## config.mk

```make
export PLATFORM = sky130hd
export DESIGN_NAME = msfs_top
export DESIGN_NICKNAME = d
export VERILOG_FILES = /design/src/verilog/msfs_pkg.sv /design/src/verilog/msfs_flag_page.sv /design/src/verilog/msfs_top.sv
export SDC_FILE = /design/constraint.sdc
export NUM_CORES = 1
export LEC_CHECK = 0
export ABC_AREA = 0
export BUFFER_PORTS_ARGS = -buffer_cell sky130_fd_sc_hd__buf_4
export CORE_MARGIN = 5
export CORE_UTILIZATION = 45
export CTS_CLUSTER_DIAMETER = 60
export DETAILED_ROUTE_END_ITERATION = 12
export PLACE_DENSITY_LB_ADDON = 0.2
export REMOVE_ABC_BUFFERS = 1
export SYNTH_ARGS = -nofsm -noshare
export SYNTH_HDL_FRONTEND = slang
export SYNTH_SLANG_ARGS = --single-unit
```

## constraint.sdc

```tcl
create_clock -name CLK -period 7.6 [get_ports CLK]
set_clock_uncertainty 0.15 [all_clocks]
set_input_delay 1.52 -clock CLK [delete_from_list [all_inputs] [get_ports CLK]]
set_output_delay 1.52 -clock CLK [all_outputs]
set_load 0.02 [all_outputs]
```

## src/verilog/msfs_pkg.sv

```systemverilog
package msfs_pkg;

  // bank and page geometry of the digest bytes
  localparam int NUM_BANKS = 4;
  localparam int NUM_PAGES = 4;
  localparam int NUM_FLAG_PAGES = NUM_BANKS * NUM_PAGES;

  // register indices, byte address is four times the index
  localparam logic [7:0] IDX_STATUS = 8'h03;
  localparam logic [7:0] IDX_DIGEST0 = 8'h04;
  localparam logic [7:0] IDX_DIGEST3 = 8'h07;
  localparam logic [7:0] IDX_IRQ_STAT = 8'h08;
  localparam logic [7:0] IDX_IRQ_MASK = 8'h09;
  localparam logic [7:0] IDX_FLAG_BASE = 8'h10;
  localparam logic [7:0] IDX_FLAG_LAST = 8'h1F;

  // field positions of the status byte, and the digest field width
  localparam int STATE_LSB = 1;
  localparam int STATE_MSB = 3;
  localparam int IRQ_INACTIVE_BIT = 0;
  localparam int DIGEST_W = 4;

  // interrupt status and mask bit positions
  localparam int IRQ_W = 2;
  localparam int IRQB_STATE = 0;
  localparam int IRQB_FLAG = 1;

  // operating state codes
  typedef enum logic [2:0] {
    RESERVED0_STATE = 3'b000,
    LOW_POWER_STATE = 3'b001,
    POWERING_UP_STATE = 3'b010,
    OPERATIONAL_STATE = 3'b011,
    POWERING_DOWN_STATE = 3'b100,
    FAULT_STATE = 3'b101,
    RESERVED6_STATE = 3'b110,
    RESERVED7_STATE = 3'b111
  } msfs_state_t;

  // reset values, and the pages kept present whatever PAGE_SUPPORT says
  localparam msfs_state_t STATE_RST = LOW_POWER_STATE;
  localparam logic [1:0] IRQ_STAT_RST = 2'h0;
  localparam logic [1:0] IRQ_MASK_RST = 2'h0;
  localparam logic [15:0] REQUIRED_PAGE_MASK = 16'h0001;

  // axi4-lite response codes
  localparam logic [1:0] RESP_OKAY = 2'b00;
  localparam logic [1:0] RESP_SLVERR = 2'b10;

endpackage

```

## src/verilog/msfs_flag_page.sv

```systemverilog
module msfs_flag_page import msfs_pkg::*; #(
  parameter int FLAG_W = 8,
  parameter bit IMPL = 1'b1
) (
  input wire logic clk,
  input wire logic rst,
  input wire logic [FLAG_W-1:0] set,
  input wire logic clr,
  output logic [FLAG_W-1:0] flags,
  output logic any,
  output logic new_evt
);

  logic [FLAG_W-1:0] set_eff;
  logic [FLAG_W-1:0] next_flags;

  // unimplemented pages never latch anything
  assign set_eff = IMPL ? set : '0;
  // read clears what was read; a set in the same cycle survives
  assign next_flags = clr ? set_eff : (flags | set_eff);
  assign new_evt = |(set_eff & ~flags);
  // live or, drops in the cycle the last flag clears
  assign any = |flags;

  always_ff @(posedge clk or posedge rst) begin
    if (rst) begin
      flags <= '0;
    end else begin
      flags <= next_flags;
    end
  end
endmodule // msfs_flag_page

```

## src/verilog/msfs_top.sv

```systemverilog
module msfs_top import msfs_pkg::*; #(
  parameter int ADDR_W = 12,
  parameter int FLAG_W = 8,
  parameter bit FLAT_MEM = 1'b0,
  parameter logic [15:0] PAGE_SUPPORT = 16'hFFFF
) (
  input wire logic CLK,
  input wire logic RST,
  input wire logic [2:0] STATE_IN,
  input wire logic [NUM_FLAG_PAGES*FLAG_W-1:0] FLAG_EVT,
  output logic IRQ,
  input wire logic [ADDR_W-1:0] S_AXI_AWADDR,
  input wire logic S_AXI_AWVALID,
  output logic S_AXI_AWREADY,
  input wire logic [31:0] S_AXI_WDATA,
  input wire logic [3:0] S_AXI_WSTRB,
  input wire logic S_AXI_WVALID,
  output logic S_AXI_WREADY,
  output logic [1:0] S_AXI_BRESP,
  output logic S_AXI_BVALID,
  input wire logic S_AXI_BREADY,
  input wire logic [ADDR_W-1:0] S_AXI_ARADDR,
  input wire logic S_AXI_ARVALID,
  output logic S_AXI_ARREADY,
  output logic [31:0] S_AXI_RDATA,
  output logic [1:0] S_AXI_RRESP,
  output logic S_AXI_RVALID,
  input wire logic S_AXI_RREADY
);

  localparam int NF = NUM_FLAG_PAGES;
  localparam int IDX_W = ADDR_W - 2;
  // a flat build must show ready even on the first edge out of reset
  localparam msfs_state_t STATE_INIT = FLAT_MEM ? OPERATIONAL_STATE : STATE_RST;

  // index of an address with the low two bits dropped; in_range treats misaligned ones as out of range
  function automatic logic [IDX_W-1:0] word_idx(input logic [ADDR_W-1:0] a);
    word_idx = a[ADDR_W-1:2];
  endfunction

  function automatic logic in_range(input logic [ADDR_W-1:0] a, input logic [7:0] lo, input logic [7:0] hi);
    in_range = (a[1:0] == 2'b00) && (word_idx(a) >= IDX_W'(lo)) && (word_idx(a) <= IDX_W'(hi));
  endfunction

  function automatic logic is_mapped(input logic [ADDR_W-1:0] a);
    is_mapped = in_range(a, IDX_STATUS, IDX_IRQ_MASK) || in_range(a, IDX_FLAG_BASE, IDX_FLAG_LAST);
  endfunction

  function automatic logic state_legal(input logic [2:0] s);
    state_legal = (s >= LOW_POWER_STATE) && (s <= FAULT_STATE);
  endfunction

  msfs_state_t state_q;
  msfs_state_t next_state;
  logic state_chg;
  logic [IRQ_W-1:0] irq_stat;
  logic [IRQ_W-1:0] irq_mask;
  logic [IRQ_W-1:0] irq_evt;
  logic [IRQ_W-1:0] irq_w1c;
  logic [IRQ_W-1:0] next_irq_stat;
  logic [IRQ_W-1:0] next_irq_mask;
  logic [FLAG_W-1:0] flag_q [NF];
  logic [NF-1:0] page_any;
  logic [NF-1:0] page_new;
  logic [NF-1:0] page_clr;
  logic [NF-1:0] page_impl;

  // state register: reserved codes never reach the host
  assign next_state = FLAT_MEM ? OPERATIONAL_STATE :
                      state_legal(STATE_IN) ? msfs_state_t'(STATE_IN) : state_q;
  assign state_chg = (next_state != state_q);

  always_ff @(posedge CLK or posedge RST) begin
    if (RST) begin
      state_q <= STATE_INIT;
    end else begin
      state_q <= next_state;
    end
  end

  // flag pages, bank-major: page g is bank g/4, digest bit g%4
  genvar g;
  generate
    for (g = 0; g < NF; g++) begin : gen_page
      localparam bit IMPL = !FLAT_MEM && (PAGE_SUPPORT[g] || REQUIRED_PAGE_MASK[g]);
      assign page_impl[g] = IMPL;
      msfs_flag_page #(
        .FLAG_W(FLAG_W),
        .IMPL(IMPL)
      ) u_page (
        .clk(CLK),
        .rst(RST),
        .set(FLAG_EVT[g*FLAG_W +: FLAG_W]),
        .clr(page_clr[g]),
        .flags(flag_q[g]),
        .any(page_any[g]),
        .new_evt(page_new[g])
      );
    end
  endgenerate

  // write channel capture, address and data taken in either order
  logic aw_held;
  logic w_held;
  logic [ADDR_W-1:0] aw_addr_q;
  logic [31:0] wdata_q;
  logic [3:0] wstrb_q;
  logic aw_hs;
  logic w_hs;
  logic wr_fire;
  logic wr_stat;
  logic wr_mask;

  assign S_AXI_AWREADY = !aw_held;
  assign S_AXI_WREADY = !w_held;
  assign aw_hs = S_AXI_AWVALID && S_AXI_AWREADY;
  assign w_hs = S_AXI_WVALID && S_AXI_WREADY;
  // a pending response stalls the next write commit
  assign wr_fire = aw_held && w_held && !S_AXI_BVALID;
  assign wr_stat = wr_fire && in_range(aw_addr_q, IDX_IRQ_STAT, IDX_IRQ_STAT) && wstrb_q[0];
  assign wr_mask = wr_fire && in_range(aw_addr_q, IDX_IRQ_MASK, IDX_IRQ_MASK) && wstrb_q[0];

  always_ff @(posedge CLK or posedge RST) begin
    if (RST) begin
      aw_held <= 1'b0;
      aw_addr_q <= '0;
    end else if (wr_fire) begin
      aw_held <= 1'b0;
    end else if (aw_hs) begin
      aw_held <= 1'b1;
      aw_addr_q <= S_AXI_AWADDR;
    end
  end

  always_ff @(posedge CLK or posedge RST) begin
    if (RST) begin
      w_held <= 1'b0;
      wdata_q <= '0;
      wstrb_q <= '0;
    end else if (wr_fire) begin
      w_held <= 1'b0;
    end else if (w_hs) begin
      w_held <= 1'b1;
      wdata_q <= S_AXI_WDATA;
      wstrb_q <= S_AXI_WSTRB;
    end
  end

  // read-only registers accept writes silently; holes answer slverr
  always_ff @(posedge CLK or posedge RST) begin
    if (RST) begin
      S_AXI_BVALID <= 1'b0;
      S_AXI_BRESP <= RESP_OKAY;
    end else if (wr_fire) begin
      S_AXI_BVALID <= 1'b1;
      S_AXI_BRESP <= is_mapped(aw_addr_q) ? RESP_OKAY : RESP_SLVERR;
    end else if (S_AXI_BREADY) begin
      S_AXI_BVALID <= 1'b0;
    end
  end

  // sticky events, write one to clear; a new event beats the clear
  assign irq_evt[IRQB_STATE] = state_chg;
  assign irq_evt[IRQB_FLAG] = |page_new;
  assign irq_w1c = wr_stat ? wdata_q[IRQ_W-1:0] : '0;
  assign next_irq_stat = (irq_stat & ~irq_w1c) | irq_evt;
  assign next_irq_mask = wr_mask ? wdata_q[IRQ_W-1:0] : irq_mask;

  always_ff @(posedge CLK or posedge RST) begin
    if (RST) begin
      irq_stat <= IRQ_STAT_RST;
      irq_mask <= IRQ_MASK_RST;
      IRQ <= 1'b0;
    end else begin
      irq_stat <= next_irq_stat;
      irq_mask <= next_irq_mask;
      IRQ <= |(irq_stat & irq_mask);
    end
  end

  // read decode; only flag pages clear on read, digests never
  logic ar_hs;
  logic rd_is_flag;
  logic [IDX_W-1:0] rd_idx;
  logic [IDX_W-1:0] rd_flag_off;
  logic [IDX_W-1:0] rd_dig_off;
  logic [7:0] status_byte;
  logic [7:0] digest_byte;
  logic [31:0] rd_word;

  assign S_AXI_ARREADY = !S_AXI_RVALID;
  assign ar_hs = S_AXI_ARVALID && S_AXI_ARREADY;
  assign rd_idx = word_idx(S_AXI_ARADDR);
  assign rd_is_flag = in_range(S_AXI_ARADDR, IDX_FLAG_BASE, IDX_FLAG_LAST);
  assign rd_flag_off = rd_idx - IDX_W'(IDX_FLAG_BASE);
  assign rd_dig_off = rd_idx - IDX_W'(IDX_DIGEST0);
  // interrupt pin mirrored inverted, reads 1 from reset
  assign status_byte = {4'h0, state_q, !IRQ};
  // reserved upper nibble reads zero
  assign digest_byte = {4'h0, page_any[rd_dig_off[1:0]*DIGEST_W +: DIGEST_W]};

  generate
    for (g = 0; g < NF; g++) begin : gen_clr
      assign page_clr[g] = ar_hs && rd_is_flag && (rd_flag_off[3:0] == 4'(g));
    end
  endgenerate

  assign rd_word = in_range(S_AXI_ARADDR, IDX_STATUS, IDX_STATUS) ? {24'h00_0000, status_byte} :
                   in_range(S_AXI_ARADDR, IDX_DIGEST0, IDX_DIGEST3) ? {24'h00_0000, digest_byte} :
                   in_range(S_AXI_ARADDR, IDX_IRQ_STAT, IDX_IRQ_STAT) ? 32'(irq_stat) :
                   in_range(S_AXI_ARADDR, IDX_IRQ_MASK, IDX_IRQ_MASK) ? 32'(irq_mask) :
                   rd_is_flag ? 32'(flag_q[rd_flag_off[3:0]]) :
                   32'h0000_0000;

  // read answer one cycle after the address is taken
  always_ff @(posedge CLK or posedge RST) begin
    if (RST) begin
      S_AXI_RVALID <= 1'b0;
      S_AXI_RDATA <= '0;
      S_AXI_RRESP <= RESP_OKAY;
    end else if (ar_hs) begin
      S_AXI_RVALID <= 1'b1;
      S_AXI_RDATA <= rd_word;
      S_AXI_RRESP <= is_mapped(S_AXI_ARADDR) ? RESP_OKAY : RESP_SLVERR;
    end else if (S_AXI_RREADY) begin
      S_AXI_RVALID <= 1'b0;
    end
  end

  // checks
  logic [NF-1:0] exp_any;
  logic rd_status;
  logic rd_digest;

  generate
    for (g = 0; g < NF; g++) begin : gen_exp
      assign exp_any[g] = |flag_q[g];
    end
  endgenerate
  assign rd_status = ar_hs && in_range(S_AXI_ARADDR, IDX_STATUS, IDX_STATUS);
  assign rd_digest = ar_hs && in_range(S_AXI_ARADDR, IDX_DIGEST0, IDX_DIGEST3);
endmodule // msfs_top

```

**Yosys cells after proc, flatten, opt, wreduce, memory -nomap -nowiden**

Cells that the tools add are included.

- Bits in registers: 191
- Latch bits: 0
- Memory bits (writable): 0
- ROM bits: 0
- Bits of input ports: 198
- Output and inout port bits: 42
- Word-level logic and storage cells: 239
- Memories: 0

- $add $sub $neg: 2
- $mul: 0
- Div/mod/pow operators: 0
- Magnitude comparators: 20
- Eq/ne operators: 16
- Shift operators: 1
- Muxes and demuxes: 36
- Bitwise operators: 54
- Reductions and logical operators: 80

Operators with widths:

| cell | number |
|---|---|
| 8-bit two-way mux | 23 |
| 8-bit bitwise AND | 16 |
| 8-bit inverter | 16 |
| 8-bit bitwise OR | 16 |
| 128-bit OR reduction | 1 |
| 8-bit OR reduction | 16 |
| 1-bit logical AND | 46 |
| 10-bit by 4-bit >= comparator with 1-bit output, second input constant | 4 |
| 10-bit by 4-bit less-or-equal comparator with 1-bit output, second input constant | 4 |
| 8-bit binary-select mux with 4-bit select | 1 |
| 4-bit equality test, second input constant | 8 |
| 10-bit by 2-bit >= comparator with 1-bit output, second input constant | 2 |
| 10-bit by 5-bit >= comparator with 1-bit output, second input constant | 2 |
| 10-bit by 5-bit less-or-equal comparator with 1-bit output, second input constant | 2 |
| 4-bit by 3-bit equality test with 1-bit output, second input constant | 4 |
| 16-bit by 5-bit variable part select with 4-bit output | 1 |
| 10-bit by 3-bit >= comparator with 1-bit output, second input constant | 1 |
| 10-bit by 2-bit less-or-equal comparator with 1-bit output, second input constant | 1 |
| 10-bit by 3-bit less-or-equal comparator with 1-bit output, second input constant | 1 |
| 4-bit by 2-bit equality test with 1-bit output, second input constant | 2 |
| 1-bit two-way mux | 8 |
| 2-bit nonzero test | 4 |
| 2-bit two-way mux | 3 |
| 5-bit >= comparator, second input constant | 1 |
| other kinds (18) | 26 |

**Depth between registers and ports, before layout**

- Depth in word-level cells: 10
- Depth in mapped cells: 8
- Mapped depth without buffers: 5

**Hierarchy**

From an unflattened synthesis, not the netlist that was laid out.

- Cells, all modules: 857
- Area total of the unflattened synthesis: 8,847.2 µm²

Modules (own cells, without submodules):

| module | times used | cells each | area an instance (µm²) | seq. area each (µm²) |
|---|---|---|---|---|
| msfs_flag_page | 16 | 34 | 347.8 | 200.2 |
| msfs_top | 1 | 313 | 3,281.9 | 927.1 |

**Least setup slack after synthesis**

No wires, ideal clock.

- Path type: input to register
- From: input port S_AXI_ARADDR[2]
- To: register S_AXI_RDATA[2]
- Setup time: 0.126 ns
- Arrival time: 2.918 ns
- Required time: 7.324 ns
- Slack: 4.406 ns
- Cell stages on the path: 6
- Path buffers: 2
- Path through: buf_6 -> buf_6 -> mux4_2 -> a22oi_1 -> a21oi_1 -> o32a_1

- Longest elaborated chain between the ends: 10
- Elaborated cells between the ends (all ways): 32
- Those cells by class: 2 x add/sub; 10 x order compare; 1 x shift; 8 x mux; 1 x bitwise; 10 x reduce/logical

RTL lines:

| item | line | text |
|---|---|---|
| start: declaration | msfs_top.sv:22 | `input wire logic [ADDR_W-1:0] S_AXI_ARADDR,` |
| 4-bit by 1-bit subtractor with 4-bit output | msfs_top.sv:195 | `assign rd_flag_off = rd_idx - IDX_W'(IDX_FLAG_BASE);` |
| 4-bit inverter with 5-bit output (implied by the code) | msfs_top.sv:212 | `rd_is_flag ? 32'(flag_q[rd_flag_off[3:0]]) :` |
| 8-bit binary-select mux with 4-bit select | msfs_top.sv:212 |  |
| 8-bit two-way mux (implied by the code) (2 in series) | msfs_top.sv:212 |  |
| 8-bit two-way mux | msfs_top.sv:212 |  |
| 8-bit two-way mux | msfs_top.sv:211 | `in_range(S_AXI_ARADDR, IDX_IRQ_MASK, IDX_IRQ_MASK) ? 32'(irq_mask) :` |
| 8-bit two-way mux | msfs_top.sv:210 | `in_range(S_AXI_ARADDR, IDX_IRQ_STAT, IDX_IRQ_STAT) ? 32'(irq_stat) :` |
| 8-bit two-way mux | msfs_top.sv:209 | `in_range(S_AXI_ARADDR, IDX_DIGEST0, IDX_DIGEST3) ? {24'h00_0000, digest_byte} :` |
| 8-bit two-way mux * | msfs_top.sv:208 | `assign rd_word = in_range(S_AXI_ARADDR, IDX_STATUS, IDX_STATUS) ? {24'h00_0000, status_byte} :` |
| end signal: assignment | msfs_top.sv:223 | `S_AXI_RDATA <= rd_word;` |
| end: declaration | msfs_top.sv:25 | `output logic [31:0] S_AXI_RDATA,` |

Every way passes the cells marked *; elsewhere a longest branch is shown, timed or not. The select of a mux whose other input is x is not followed.
A chain may end at the register's enable or synchronous reset.

**Worst setup path after layout**

- From: input port S_AXI_ARVALID
- To: register gen_page[5].u_page.flags[6]

- Longest elaborated chain between the ends: 4

RTL lines:

| item | line | text |
|---|---|---|
| start: declaration | msfs_top.sv:23 | `input wire logic S_AXI_ARVALID,` |
| 1-bit logical AND | msfs_top.sv:192 | `assign ar_hs = S_AXI_ARVALID && S_AXI_ARREADY;` |
| 1-bit logical AND (2 in series) | msfs_top.sv:204 | `assign page_clr[g] = ar_hs && rd_is_flag && (rd_flag_off[3:0] == 4'(g));` |
| 8-bit two-way mux | msfs_flag_page.sv:20 | `assign next_flags = clr ? set_eff : (flags \| set_eff);` |
| named net gen_page[5].u_page.next_flags[6] | msfs_flag_page.sv:15 | `logic [FLAG_W-1:0] next_flags;` |
| end signal: assignment | msfs_flag_page.sv:29 | `flags <= next_flags;` |
| end: declaration | msfs_flag_page.sv:9 | `output logic [FLAG_W-1:0] flags,` |

The timed path passes the listed nets, and every way through them passes these cells.

==> flow_summary.yaml <==
setup_path:
  path_class: "primary input to register"
  crit-reg2reg-capture: "gen_page[5].u_page.flags[6]$_DFF_PP0_"
  critPathMaxStageDelay_ps: 540
  reg2reg_from: "S_AXI_RVALID$_DFFE_PP0P_"
  worst_reg2reg_setup_slack_ps: 4880
  worst_r2r_path_depth: 5
  path_max_fanout: 8
  worst_path_max_delay_cell: "sky130_fd_sc_hd__nand4_1"
  startpoint_type: "primary input"
  timing.critical_path.to_type: "register"
  cp_cell_sequence: "buf_4 -> nor2b_1 -> nand4_1 -> nor3b_2 -> nand2_1 -> a21o_1"
  critical_path_endpoint: "gen_page[5].u_page.flags[6]$_DFF_PP0_"
  crit_required_ps: 7770
  critical_path.startpoint: "S_AXI_ARVALID"
  cp.arrival_ps: 3680
timing:
  slew-limit-headroom_pct: 24.5
  timing.final.hold_violations: 0
  maxClockFrequency_mhz: 285
  timing.setup.tns_ps: 0
  post_layout_minimum_cycle_time_ps: 3510
  timing.final.crit_share_pct: 46.2
  setup_violations: 0
  maxSlewViolCount: 0
  rsz_0062_raised_after_global_routing: "false"
  worst-slew-pin-transition_ps: 1130
cells_and_area:
  area_delta_synth_final_pct: 23.4
  post-route-cell-area_mm2: 0.0107
  num-nets-final: 1152
  drive_gt1_share_pct: 29.4
  antenna-diode-count: 0
  final_common_cell: "sky130_fd_sc_hd__buf_4"
  layout.cells.most_common_list: "sky130_fd_sc_hd__buf_4, sky130_fd_sc_hd__dfrtp_1, sky130_fd_sc_hd__a21o_1"
detailed_routing:
  dr_wl_met2_um: 13300
  ant_nets: 0
  route.met3.wl_um: 2450
  drc_errors: 0
  detail_route.wirelength_um: 28500
  dr_wl_cell_um: 23.3
  via_count: 7205
  wl_met1_um: 11600
  dr.pass1.iters: 5
  drt_first_iter_violations: 830
  dr.max_layer_used: "met4"
  detail_route.vias_per_cell: 5.87
global_routing:
  total_global_route_track_usage_pct: 26.1
  largest_net_degree_at_the_start_of_global_routing: 89
  vias_in_the_first_global_route: 7197
  grt_antenna_before_repair: 0
  overflow: 0
  grt_pass1_wl_um: 42800
place:
  dp_hpwl_um: 22500
  routabilityCongestion: 0.960
  total_placed_instance_area_mm2: 0.0101
  port_bufs: 180
synth:
  edff_count_synth: 0
  synth-main-ff-cell: "sky130_fd_sc_hd__dfrtp_1"
  yosys_warnings: 0
  synth_top_family_by_area: "compound AO/OA/AOI/OAI gates"
  post_synth.cell_area_avg_um2: 11.2
  number_of_synthesized_register_bits: 165
  synth_sequential_area_ratio_pct: 47.8
  synth.distinct_cells: 53
  portion_of_synthesized_cell_area_occupied_by_the_leading_cell_type_pct: 47.5
  yosys-top-cells-area: "sky130_fd_sc_hd__dfrtp_1, sky130_fd_sc_hd__a21o_1, sky130_fd_sc_hd__mux4_2"
  synth_xor_area_share_pct: 0.101
  synthesis.area_mm2: 0.00865
  cell_taking_the_most_area_after_synthesis: "sky130_fd_sc_hd__dfrtp_1"
  synth_fa_ha_area_share_pct: 0
  netlist_instances: 774
  synth_compound_area_share_pct: 18.9
  post_synthesis_simple_gate_area_fraction_pct: 14.0
  synth.area.mux_share_pct: 11.9
  ys_async_sr_fraction_pct: 100
power:
  power.ir.vdd_worst_v: 0.000144
  total_power_mw: 2.17
  power-per-cell-area_mw_per_mm2: 203
  p_leak_nw: 4.15
floorplan:
  placement_rows: 50
  die_width_um: 149
  die-area_mm2: 0.0221
  pin_count: 240
  floorplan.core_area_mm2: 0.0188
  die_h_um: 149
  start_util_pct: 45.9
clock_network:
  insertion_delay_ps: 430
  cts_root_buf: "sky130_fd_sc_hd__clkbuf_16"
  numClockSinks: 165
  cts.hold.buffers_added: 0
  postCtsSetupRepairBufs: 0
  cts_resized: 0
  clock_slew_at_reported_path_ffs_ps: 70
  htree_levels: 4
  numCtsBuffers: 17
  cts_tree: "yes"
  ctsLongestPathBuffers: 2
run_status:
  run_status: "complete, no violations"
hold_path:
  min-delay-path-class: "register to register"
run:
  maxCapViolations: 0
## stage by stage
step / hold WS, ps / cells / utilization (%) / setup slack [ps]
6_report: 335 / 1227 / 56.7 / 4090
3_5_place_dp: 326 / 1195 / 53.5 / 3730
4_1_cts: 341 / 1227 / 56.7 / 4160
2_1_floorplan: 321 / 754 / - / 1470
5_1_grt: 379 / 1227 / 56.7 / 4020
3_3_place_gp: 318 / 1195 / 53.5 / 3790
## logic make-up after synthesis
family          after synthesis
other cells                   1
buf+inv                     120
flops                       165
compound gates              225
mux                          55
xor+xnor                      1
simple gates                207
## power by group
group,switching [mW],internal (mW)
Sequential,0.0412,0.939
Clock,0.381,0.498
Combinational,0.156,0.154
## critical path: cells and delay by family
kind	cells	cell delay [ps]
buffers and inverters	1	80
AND/OR/NAND/NOR	4	1790
AO/OA/AOI/OAI	1	290
## synthesized netlist by cell type (all sizes together) (4+ instances only)
master	count
nand2	38
nand4	6
o22ai	24
nand2b	67
nor2b	7
o21ai	12
a21oi	18
inv	75
nor4	38
mux2	19
dfrtp	164
o2111ai	21
nand3	9
mux4	36
a21o	128
a22oi	6
nor3	12
nor3b	4
or4	5
clkbuf	13
nor2	12
buf	32
## flip-flops by register name, indices dropped and copies added, names as in the netlist
signal	count
w_held	1
S_AXI_RDATA	8
S_AXI_BRESP	1
gen_page.u_page.flags	128
S_AXI_RRESP	1
aw_addr_q	12
irq_mask	2
wdata_q	2
S_AXI_RVALID	1
IRQ	1
S_AXI_BVALID	1
wstrb_q	1
aw_held	1
irq_stat	2
state_q	3
## layer usage
metal / up-vias / track usage, %
met5: - / 0
met2: 417 / 41.3
li1: 3169 / -
met4: 0 / 10.3
met1: 3548 / 35.1
met3: 71 / 5.94
## cell type report
cell class	count	area [um2]
Sequential cell	165	4130
Clock inverter	13	148
Clock buffer	19	443
Fill cell	1691	8160
Tap cell	260	325
Multi-Input combinational cell	514	3980
Timing Repair Buffer	181	1360
Inverter	75	287
## how the worst min path moves through the flow
stage                                            end  depth (start not counted)  slack [ps]                             startpoint
6_report                  S_AXI_RDATA[4]$_DFFE_PP0P_                          2         340             S_AXI_RDATA[4]$_DFFE_PP0P_
5_1_grt                   S_AXI_BRESP[1]$_DFFE_PP0P_                          2         380             S_AXI_BRESP[1]$_DFFE_PP0P_
4_1_cts                   S_AXI_RDATA[4]$_DFFE_PP0P_                          2         340             S_AXI_RDATA[4]$_DFFE_PP0P_
3_5_place_dp              S_AXI_RDATA[4]$_DFFE_PP0P_                          2         330             S_AXI_RDATA[4]$_DFFE_PP0P_
3_3_place_gp              S_AXI_RRESP[1]$_DFFE_PP0P_                          2         320             S_AXI_RRESP[1]$_DFFE_PP0P_
2_1_floorplan  gen_page[6].u_page.flags[3]$_DFF_PP0_                          1         320  gen_page[6].u_page.flags[3]$_DFF_PP0_
(Power assumes the default switching activity.)
